<file path="src/core/aei_pkg.sv">
// aei_pkg: register map, field layout and reset values of the converter
// event and interrupt control block.
// assumes a 32-bit AXI4-Lite register bus with one aligned word per register.
package aei_pkg;

  //////////////////////////////////////////////////////////////////////////////
  // register indices; the byte address is four times the index
  localparam logic [7:0] EVENT_CTRL_IDX = 8'h14;
  localparam logic [7:0] IRQ_EN_CLR_IDX = 8'h16;
  localparam logic [7:0] IRQ_EN_SET_IDX = 8'h17;
  localparam logic [7:0] IRQ_FLAGS_IDX  = 8'h18;
  localparam logic [7:0] SYNC_STAT_IDX  = 8'h19;
  localparam logic [7:0] RESULT_IDX     = 8'h1a;
  localparam logic [7:0] FLAG_CLR_IDX   = 8'h30;

  localparam int         ADDR_W         = 8;

  //////////////////////////////////////////////////////////////////////////////
  // event control field positions
  localparam int START_IN_BIT   = 0;
  localparam int FLUSH_IN_BIT   = 1;
  localparam int RESULT_OUT_BIT = 4;
  localparam int WINDOW_OUT_BIT = 5;

  // shared layout of enable-clear, enable-set and flag registers
  localparam int RESULT_VALID_BIT = 0;
  localparam int OVERRUN_BIT      = 1;
  localparam int WINDOW_MATCH_BIT = 2;
  localparam int SYNC_DONE_BIT    = 3;
  localparam int IRQ_SRC_N        = 4;

  // status layout
  localparam int SYNC_PENDING_BIT = 7;

  //////////////////////////////////////////////////////////////////////////////
  // reset values
  localparam logic [7:0]  EVENT_CTRL_RST = 8'h00;
  localparam logic [3:0]  IRQ_EN_RST     = 4'h0;
  localparam logic [3:0]  IRQ_FLAGS_RST  = 4'h0;
  localparam logic [15:0] RESULT_RST     = 16'h0000;

  // bus responses
  localparam logic [1:0] RESP_OKAY   = 2'b00;
  localparam logic [1:0] RESP_SLVERR = 2'b10;

endpackage

</file>
<file path="src/core/aei_event_irq.sv">
// aei_event_irq: event enables, interrupt enables, sticky interrupt flags
// and sync status of a converter, reached over AXI4-Lite.
// assumes the converter core and event routing run on clk and give
// one-cycle pulses; the result word is held stable by the core.
//
// Design decision made here: the AXI4-Lite register port.
`timescale 1ns/100ps
`default_nettype none

module aei_event_irq
(
  input  wire logic        clk,
  input  wire logic        rst,
  // axi4-lite slave
  input  wire logic [7:0]  s_axi_awaddr,
  input  wire logic        s_axi_awvalid,
  output var  logic        s_axi_awready,
  input  wire logic [31:0] s_axi_wdata,
  input  wire logic [3:0]  s_axi_wstrb,
  input  wire logic        s_axi_wvalid,
  output var  logic        s_axi_wready,
  output var  logic [1:0]  s_axi_bresp,
  output var  logic        s_axi_bvalid,
  input  wire logic        s_axi_bready,
  input  wire logic [7:0]  s_axi_araddr,
  input  wire logic        s_axi_arvalid,
  output var  logic        s_axi_arready,
  output var  logic [31:0] s_axi_rdata,
  output var  logic [1:0]  s_axi_rresp,
  output var  logic        s_axi_rvalid,
  input  wire logic        s_axi_rready,
  // protection and converter core side
  input  wire logic        write_protect,
  input  wire logic        result_strobe,
  input  wire logic [15:0] result_data,
  input  wire logic        window_hit,
  input  wire logic        sync_begin,
  input  wire logic        sync_quiet,
  input  wire logic        sync_end,
  // event system side
  input  wire logic        start_event_in,
  input  wire logic        flush_event_in,
  output var  logic        result_event_out,
  output var  logic        window_event_out,
  output var  logic        conv_start,
  output var  logic        conv_flush,
  output var  logic        irq
);

  //////////////////////////////////////////////////////////////////////////////
  // state
  logic [7:0]  event_ctrl;
  logic [3:0]  irq_en;
  logic [3:0]  irq_flags;
  logic        sync_pending;
  logic        sync_is_quiet;
  logic        result_unread;
  logic [15:0] result_hold;
  logic        window_seen;
  logic        aw_held;
  logic        w_held;
  logic [7:0]  aw_addr;
  logic [31:0] w_data;
  logic [3:0]  w_strb;

  logic        wr_go;
  logic        rd_go;
  logic [7:0]  wr_idx;
  logic [7:0]  rd_idx;
  logic        wr_low;
  logic        wr_ok;
  logic        rd_result;
  logic [3:0]  flag_set;
  logic [3:0]  flag_clr;
  logic [3:0]  next_flags;
  logic [3:0]  next_en;
  logic        sync_fall;

  //////////////////////////////////////////////////////////////////////////////
  // write channel: address and data taken in either order
  assign wr_go  = aw_held && w_held && !s_axi_bvalid;
  assign wr_idx = {2'b00, aw_addr[7:2]};
  assign wr_low = w_strb[0];
  assign rd_go  = s_axi_arvalid && s_axi_arready;
  assign rd_idx = {2'b00, s_axi_araddr[7:2]};

  always_ff @(posedge clk or posedge rst)
  begin
    if (rst)
    begin
      aw_held       <= 1'b0;
      w_held        <= 1'b0;
      aw_addr       <= 8'h00;
      w_data        <= 32'h00000000;
      w_strb        <= 4'h0;
      s_axi_awready <= 1'b0;
      s_axi_wready  <= 1'b0;
    end
    else
    begin
      if (s_axi_awvalid && s_axi_awready)
      begin
        aw_held <= 1'b1;
        aw_addr <= s_axi_awaddr;
      end
      else if (wr_go)
        aw_held <= 1'b0;
      if (s_axi_wvalid && s_axi_wready)
      begin
        w_held <= 1'b1;
        w_data <= s_axi_wdata;
        w_strb <= s_axi_wstrb;
      end
      else if (wr_go)
        w_held <= 1'b0;
      // ready drops the cycle after a beat so nothing is taken twice
      s_axi_awready <= !aw_held && !(s_axi_awvalid && s_axi_awready) && !wr_go;
      s_axi_wready  <= !w_held && !(s_axi_wvalid && s_axi_wready) && !wr_go;
    end
  end

  // write decode: mapped index, protection on the protected registers
  always_comb
  begin
    wr_ok = 1'b0;
    case (wr_idx)
      aei_pkg::EVENT_CTRL_IDX,
      aei_pkg::IRQ_EN_CLR_IDX,
      aei_pkg::IRQ_EN_SET_IDX: wr_ok = !write_protect;
      aei_pkg::IRQ_FLAGS_IDX,
      aei_pkg::FLAG_CLR_IDX:   wr_ok = 1'b1;
      default:                 wr_ok = 1'b0;
    endcase
  end

  // write response one cycle after both halves are held
  always_ff @(posedge clk or posedge rst)
  begin
    if (rst)
    begin
      s_axi_bvalid <= 1'b0;
      s_axi_bresp  <= aei_pkg::RESP_OKAY;
    end
    else if (wr_go)
    begin
      s_axi_bvalid <= 1'b1;
      s_axi_bresp  <= wr_ok ? aei_pkg::RESP_OKAY : aei_pkg::RESP_SLVERR;
    end
    else if (s_axi_bready)
      s_axi_bvalid <= 1'b0;
  end

  //////////////////////////////////////////////////////////////////////////////
  // event control register
  always_ff @(posedge clk or posedge rst)
  begin
    if (rst)
      event_ctrl <= aei_pkg::EVENT_CTRL_RST;
    else if (wr_go && wr_ok && wr_low && wr_idx == aei_pkg::EVENT_CTRL_IDX)
      event_ctrl <= w_data[7:0] & 8'h33; // unused bits stay zero
  end

  // interrupt enables: one-to-clear and one-to-set views of one register
  always_comb
  begin
    next_en = irq_en;
    if (wr_go && wr_ok && wr_low && wr_idx == aei_pkg::IRQ_EN_CLR_IDX)
      next_en = irq_en & ~w_data[3:0];
    if (wr_go && wr_ok && wr_low && wr_idx == aei_pkg::IRQ_EN_SET_IDX)
      next_en = irq_en | w_data[3:0];
  end

  always_ff @(posedge clk or posedge rst)
  begin
    if (rst)
      irq_en <= aei_pkg::IRQ_EN_RST;
    else
      irq_en <= next_en;
  end

  //////////////////////////////////////////////////////////////////////////////
  // sync pending tracking; quiet syncs come from enable or soft reset
  assign sync_fall = sync_pending && sync_end && !sync_begin;

  always_ff @(posedge clk or posedge rst)
  begin
    if (rst)
    begin
      sync_pending  <= 1'b0;
      sync_is_quiet <= 1'b0;
    end
    else if (sync_begin)
    begin
      sync_pending  <= 1'b1;
      sync_is_quiet <= sync_quiet;
    end
    else if (sync_end)
      sync_pending  <= 1'b0;
  end

  // window hit is registered so its flag lands one cycle after the result flag
  always_ff @(posedge clk or posedge rst)
  begin
    if (rst)
      window_seen <= 1'b0;
    else
      window_seen <= window_hit;
  end

  //////////////////////////////////////////////////////////////////////////////
  // flags: set beats clear so no event is lost
  assign rd_result = rd_go && rd_idx == aei_pkg::RESULT_IDX;

  always_comb
  begin
    flag_set = 4'h0;
    flag_clr = 4'h0;
    flag_set[aei_pkg::RESULT_VALID_BIT] = result_strobe;
    flag_set[aei_pkg::OVERRUN_BIT]      = result_strobe && result_unread
                                          && !rd_result;
    flag_set[aei_pkg::WINDOW_MATCH_BIT] = window_seen;
    flag_set[aei_pkg::SYNC_DONE_BIT]    = sync_fall && !sync_is_quiet;
    if (wr_go && wr_ok && wr_low
        && (wr_idx == aei_pkg::IRQ_FLAGS_IDX || wr_idx == aei_pkg::FLAG_CLR_IDX))
      flag_clr = w_data[3:0];
    flag_clr[aei_pkg::RESULT_VALID_BIT] = flag_clr[aei_pkg::RESULT_VALID_BIT]
                                          || rd_result;
    flag_clr[aei_pkg::WINDOW_MATCH_BIT] = flag_clr[aei_pkg::WINDOW_MATCH_BIT]
                                          || rd_result;
    next_flags = (irq_flags & ~flag_clr) | flag_set;
  end

  always_ff @(posedge clk or posedge rst)
  begin
    if (rst)
      irq_flags <= aei_pkg::IRQ_FLAGS_RST;
    else
      irq_flags <= next_flags;
  end

  // held result and its unread marker
  always_ff @(posedge clk or posedge rst)
  begin
    if (rst)
    begin
      result_hold   <= aei_pkg::RESULT_RST;
      result_unread <= 1'b0;
    end
    else if (result_strobe)
    begin
      result_hold   <= result_data;
      result_unread <= 1'b1;
    end
    else if (rd_result)
      result_unread <= 1'b0;
  end

  // interrupt line follows the flags in the same cycle they update
  always_ff @(posedge clk or posedge rst)
  begin
    if (rst)
      irq <= 1'b0;
    else
      irq <= |(next_flags & next_en);
  end

  //////////////////////////////////////////////////////////////////////////////
  // event inputs and outputs, one-cycle pulses
  always_ff @(posedge clk or posedge rst)
  begin
    if (rst)
    begin
      conv_start       <= 1'b0;
      conv_flush       <= 1'b0;
      result_event_out <= 1'b0;
      window_event_out <= 1'b0;
    end
    else
    begin
      conv_flush       <= flush_event_in && event_ctrl[aei_pkg::FLUSH_IN_BIT];
      conv_start       <= (start_event_in && event_ctrl[aei_pkg::START_IN_BIT])
                          || (flush_event_in && event_ctrl[aei_pkg::FLUSH_IN_BIT]);
      result_event_out <= result_strobe && event_ctrl[aei_pkg::RESULT_OUT_BIT];
      window_event_out <= window_hit && event_ctrl[aei_pkg::WINDOW_OUT_BIT];
    end
  end

  //////////////////////////////////////////////////////////////////////////////
  // read channel: answer one cycle after the address is taken
  always_ff @(posedge clk or posedge rst)
  begin
    if (rst)
    begin
      s_axi_arready <= 1'b0;
      s_axi_rvalid  <= 1'b0;
      s_axi_rdata   <= 32'h00000000;
      s_axi_rresp   <= aei_pkg::RESP_OKAY;
    end
    else
    begin
      s_axi_arready <= !s_axi_rvalid && !rd_go;
      if (rd_go)
      begin
        s_axi_rvalid <= 1'b1;
        s_axi_rresp  <= aei_pkg::RESP_OKAY;
        s_axi_rdata  <= 32'h00000000;
        case (rd_idx)
          aei_pkg::EVENT_CTRL_IDX: s_axi_rdata[7:0] <= event_ctrl;
          aei_pkg::IRQ_EN_CLR_IDX,
          aei_pkg::IRQ_EN_SET_IDX: s_axi_rdata[3:0] <= irq_en;
          aei_pkg::IRQ_FLAGS_IDX:  s_axi_rdata[3:0] <= irq_flags;
          aei_pkg::SYNC_STAT_IDX:
            s_axi_rdata[aei_pkg::SYNC_PENDING_BIT] <= sync_pending;
          aei_pkg::RESULT_IDX:     s_axi_rdata[15:0] <= result_hold;
          aei_pkg::FLAG_CLR_IDX:   s_axi_rdata <= 32'h00000000;
          default:                 s_axi_rresp <= aei_pkg::RESP_SLVERR;
        endcase
      end
      else if (s_axi_rready)
        s_axi_rvalid <= 1'b0;
    end
  end

endmodule

`default_nettype wire

</file>
<file path="config.mk">
export PLATFORM = sky130hd
export DESIGN_NAME = aei_event_irq
export DESIGN_NICKNAME = d
export VERILOG_FILES = /design/src/core/aei_pkg.sv /design/src/core/aei_event_irq.sv
export SDC_FILE = /design/constraint.sdc
export NUM_CORES = 1
export LEC_CHECK = 0
export BUFFER_PORTS_ARGS = -buffer_cell sky130_fd_sc_hd__buf_4
export CORE_MARGIN = 4
export CORE_UTILIZATION = 35
export DETAILED_ROUTE_END_ITERATION = 12
export GPL_TIMING_DRIVEN = 1
export PLACE_DENSITY = 0.67
export SKIP_CTS_REPAIR_TIMING = 1
export SYNTH_ARGS = -nofsm -noshare
export SYNTH_HDL_FRONTEND = slang
export SYNTH_SLANG_ARGS = --single-unit
</file>
<file path="constraint.sdc">
create_clock -name clk -period 3.5 [get_ports clk]
set_input_delay 0.7 -clock clk [delete_from_list [all_inputs] [get_ports clk]]
set_output_delay 0.7 -clock clk [all_outputs]
set_load 0.02 [all_outputs]
</file>
---- Yosys cells after proc, flatten, opt, wreduce, memory -nomap -nowiden ----
Cells that the tools add are included.
storage, ports and cells
  latch bits .............................. 0
  output and inout bits ................... 46
  RAM bits ................................ 0
  memories kept ........................... 0
  register bits ........................... 79
  word-level logic and storage cells ...... 119
  memory bits (read-only) ................. 0
  input port bits ......................... 83
cells by class
  bitwise operators ....................... 7
  $add $sub $neg .......................... 0
  mux-type cells .......................... 21
  equality and inequality tests ........... 12
  order comparisons ....................... 0
  shifts and indexed selects .............. 0
  multipliers ............................. 0
  reductions and logical operators ........ 53
  divide/modulo/power cells ............... 0
operators with widths
  operator                                        count
  == test 6 x 5 -> 1 bit (second input constant)  10
  logical AND 1 bit                               26
  one-hot mux 4 bit (4 select lines)              1
  AND 4 bit                                       3
  == test 6 bit (second input constant)           2
  zero test 1 bit                                 12
  two-way mux 4 bit                               3
  nonzero test 2 bit                              6
  two-way mux 1 bit                               11
  two-way mux 8 bit                               1
  NOT 4 bit                                       2
  bitwise OR 4 bit                                2
  OR reduction 7 bit                              1
  one-hot mux 3 bit (2 select lines)              1
  logical OR 1 bit                                4
  two-way mux 2 bit                               2
  one-hot mux 1 bit (2 select lines)              2
  OR reduction 2 bit                              2
  OR reduction 4 bit                              1
  OR reduction 3 bit                              1

---- Logic depth before layout (Yosys ltp) ----
  depth in word-level cells ............... 13
  gate-level depth with buffers ........... 6
  gate-level depth less buffers ........... 5

---- Worst setup path before layout ----
OpenSTA, ideal clock, no wires.
  kind .................................... input to register
  from .................................... input s_axi_araddr[4]
  to ...................................... register irq
  path buffers ............................ 0
  required time ........................... 3,356 ps
  setup slack ............................. 1,650 ps
  cell stages on the path ................. 5
  setup time .............................. 144 ps
  arrival ................................. 1,706 ps
  cell sequence ........................... and2b_1 > nand4_1 > and3_1 > a211oi_1 > o221ai_1
between the ends
  longest elaborated chain between the ends .. 8
  elaborated cells between the ends (all ways) .. 11
  those cells by class .................... 1 x eq/ne; 4 x bitwise; 6 x reduce/logical
ends and longest elaborated chain
  item                                 RTL line                                    RTL
  from (decl)                          aei_event_irq.sv:25                         input wire logic [7:0] s_axi_araddr,
  == test 6 x 5 -> 1 bit *             aei_event_irq.sv:212                        assign rd_result = rd_go && rd_idx == aei_pkg::RESULT_IDX;
  logical AND 1 bit *                  aei_event_irq.sv:212
  logical OR 1 bit (on tied branches)  aei_event_irq.sv:227, aei_event_irq.sv:229
  NOT 4 bit                            aei_event_irq.sv:230                        next_flags = (irq_flags & ~flag_clr) | flag_set;
  AND 4 bit                            aei_event_irq.sv:230
  bitwise OR 4 bit *                   aei_event_irq.sv:230
  AND 4 bit *                          aei_event_irq.sv:264                        irq <= |(next_flags & next_en);
  OR reduction 4 bit *                 aei_event_irq.sv:264
  to (signal assigned)                 aei_event_irq.sv:264
  to (decl)                            aei_event_irq.sv:47                         output var logic irq
Mark *: on every way between the ends. The rest lies on a longest branch, timed or not.
A chain may end at the register's enable or synchronous reset.

---- Worst setup path after layout ----
  from .................................... register aw_addr[2]
  to ...................................... register event_ctrl[0]
between the ends
  longest elaborated chain between the ends .. 6
  elaborated cells between the ends (all ways) .. 11
  those cells by class .................... 5 x eq/ne; 1 x mux; 5 x reduce/logical
ends and longest elaborated chain
  item                                                      RTL line                                    RTL
  from (decl)                                               aei_event_irq.sv:62                         logic [7:0] aw_addr;
  from (signal assigned)                                    aei_event_irq.sv:104                        aw_addr <= s_axi_awaddr;
  == test 6 x 5 -> 1 bit (tied with other cells)            aei_event_irq.sv:126, aei_event_irq.sv:159
  OR reduction 3 bit or OR reduction 2 bit (tied branches)  aei_event_irq.sv:126                        case (wr_idx)
  one-hot mux 1 bit (2 select lines)                        aei_event_irq.sv:126
  logical AND 1 bit (2 in a row)                            aei_event_irq.sv:159                        else if (wr_go && wr_ok && wr_low && wr_idx == aei_pkg::EVENT_CTRL_IDX)
  logical AND 1 bit *                                       aei_event_irq.sv:159
  to (signal assigned)                                      aei_event_irq.sv:158                        event_ctrl <= aei_pkg::EVENT_CTRL_RST;
  to (signal assigned)                                      aei_event_irq.sv:160                        event_ctrl <= w_data[7:0] & 8'h33;
  to (decl)                                                 aei_event_irq.sv:52                         logic [7:0] event_ctrl;
Marked as above.

==> results.yml <==
final_layout:
  final_nets: 436
  post-route-cell-area_sq_mm: 0.00407
  area_growth_pct: 25.5
  stdcell_count: 466
  antenna_cells: 0
  final_common_cell: "buf_4"
  drive_above_1_share: 0.385
  final_cell_mix: "79 x buf_4, 75 x dfrtp_1, 39 x nand2_1"
clocking:
  cts_htree_levels: 3
  cts_tree: "done"
  clock_sinks: 75
  clk-insertion-delay-late_ns: 0.34
  clock_path_buffers: 2
  cts-root-buf: "clkbuf_8"
  cts_made_buffers: 9
  cts.clk_slew.worst_paths_ns: 0.08
hold_path:
  hold_class: "reg -> reg"
route:
  drtIter0Drc: 105
  drtAntennaViolNets: 0
  drt-total-wl_um: 6970
  vias: 2298
  drt-wirelength-per-cell_um: 15.0
  firstDrtPassIters: 4
  drc: 0
  vias_per_cell: 4.93
pwr:
  p_sw_mw: 0.716
  p_clk_frac: 0.284
  ir_drop_mv: 0.196
  cell_internal_pwr_mw: 1.62
  p_leak_nw: 1.95
  p_sw_frac: 0.306
  comb_power_share: 0.216
  power_frac_seq: 0.500
  p_per_area_mw_per_mm2: 574
global_routing:
  antenna_found_initial: 0
  grt_start_max_net_pins: 43
  grt_pass1_vias: 2336
  grt_usage: 0.133
  gr-total-overflow: 0
  grt_pass1_wl_um: 11600
synthesis:
  seq_area_frac_synth: 0.578
  syn_area_per_cell_sq_um: 11.9
  netlist-cell-type-count: 37
  synth_area_sq_mm: 0.00324
  ys_async_sr_fraction: 1.00
  synth-edff-count: 0
  yosysWarnings: 0
  synth_cells: 272
  synth_flop_cell: "dfrtp_1"
  synth-seq-cells: 75
floorplanning:
  io_pins: 129
  chipWidth_um: 104
  initial_core_util: 0.365
  die_h_um: 104
  fp.dieArea_sq_mm: 0.0109
  core-area_sq_mm: 0.00889
  rows: 34
sta:
  setup_ws_ns: 1.49
  fin_tns_setup_ns: 0
  whs_ns: 0.469
  setup_viol: 0
  slew_headroom: 0.407
  slew_violations: 0
  fmax_ghz: 0.497
  grt_setup_unrepaired: "no"
  worst_pin_slew_ns: 0.887
  skew_ns: 0.00946
  fin_crit_ns: 2.01
  fin_crit_sh: 0.575
  final-hold-violation-count: 0
outcome:
  status: "finished clean"
place:
  pre_cts_ws_ns: 1.12
  port-buffer-count: 77
  place_area_sq_mm: 0.00387
  hpwl_um: 5270
  gp_congestion: 0.789
  placed_cells: 450
setup_path:
  criticalPathCategory: "reg -> reg"
  worst_setup_path_end_kind: "register"
  startpoint_type: "register"
  required_ns: 3.72
  arrival_ns: 2.23
  critPathMaxFanout: 8
run:
  maxCapViolCount: 0
[Yosys cell counts (all sizes together) (2+ instances only)]
library cell  instances  area, sq um
dfrtp                75         1880
nand2                39          146
mux2                 37          417
buf                  19          140
o21ai                17         85.1
inv                  10         37.5
clkbuf                7         27.5
a22o                  6         52.6
nand4                 6         37.5
nor2b                 6         37.5
a32oi                 5         43.8
and3                  5         31.3
nor2                  5         18.8
a21oi                 4         20.0
a22oi                 4         35.0
and2                  4         25.0
a21o                  3         22.5
a31oi                 2         12.5
and4b                 2         20.0
mux2i                 2         20.0
[logic make-up (layout without fill, tap and decap cells)]
kind of cell	Yosys count	after routing	share of synthesized area
other cells	1	18	0.00116
flops	75	75	0.578
simple gates	74	74	0.123
mux	39	39	0.135
xor+xnor	1	1	0.00270
buf+inv	36	105	0.0632
compound gates	46	46	0.0964
[cell type report]
type | instances | area [sq um]
Clock buffer | 10 | 138
Clock inverter | 6 | 65.1
Fill cell | 818 | 4820
Inverter | 10 | 37.5
Multi-Input combinational cell | 178 | 1230
Sequential cell | 75 | 1880
Tap cell | 108 | 135
Timing Repair Buffer | 79 | 593
[power groups by stage]
stage,Clock (mW),Combinational (mW),Sequential (mW)
after CTS,0.683,0.510,1.17
final,0.665,0.504,1.17
after detailed placement,0,0.509,1.19
after global routing,0.713,0.561,1.19
after floorplan,0,0.318,1.19
after global placement,0,0.498,1.18
[critical path: stages (launching register included)]
cell and delay (ns):
dfrtp_1 0.50, nor4b_4 0.43, a22oi_2 0.17, nor4_4 0.40, mux2_2 0.39
[sequential cells by signal, indices dropped and copies added (netlist names), 4 cells and up]
register / flops
result_hold: 16
s_axi_rdata: 16
aw_addr: 6
w_data: 6
event_ctrl: 4
irq_en: 4
irq_flags: 4
[metal layers]
layer / up-vias / wire [um] / part of all wire / track usage
met5: - / 0 / 0 / 0
met2: 74 / 3450 / 0.49 / 0.215
met1: 1132 / 3150 / 0.45 / 0.173
met4: 0 / 110 / 0.016 / 0.0627
li1: 1083 / - / - / -
met3: 9 / 263 / 0.038 / 0.0217
[final timing paths]
kind	slack, ns	from	cells past startpoint	end
worst min-delay path	0.47	s_axi_rvalid	1	s_axi_arready
worst max register to register	1.49	aw_addr[2]	4	event_ctrl[0]
min in group asynchronous	0.55	rst	2	irq
worst max-delay path	1.49	aw_addr[2]	4	event_ctrl[0]
worst min register to register	0.47	s_axi_rvalid	1	s_axi_arready
max in group asynchronous	2.17	rst	3	result_unread
[through the flow]
stage / power (mW) / utilization
final: 2.34 / 0.458
after global routing: 2.46 / 0.458
after CTS: 2.36 / 0.458
after detailed placement: 1.69 / 0.435
after global placement: 1.67 / 0.435
after floorplan: 1.51 / -
No activity file was read; power rests on OpenSTA's default activity.
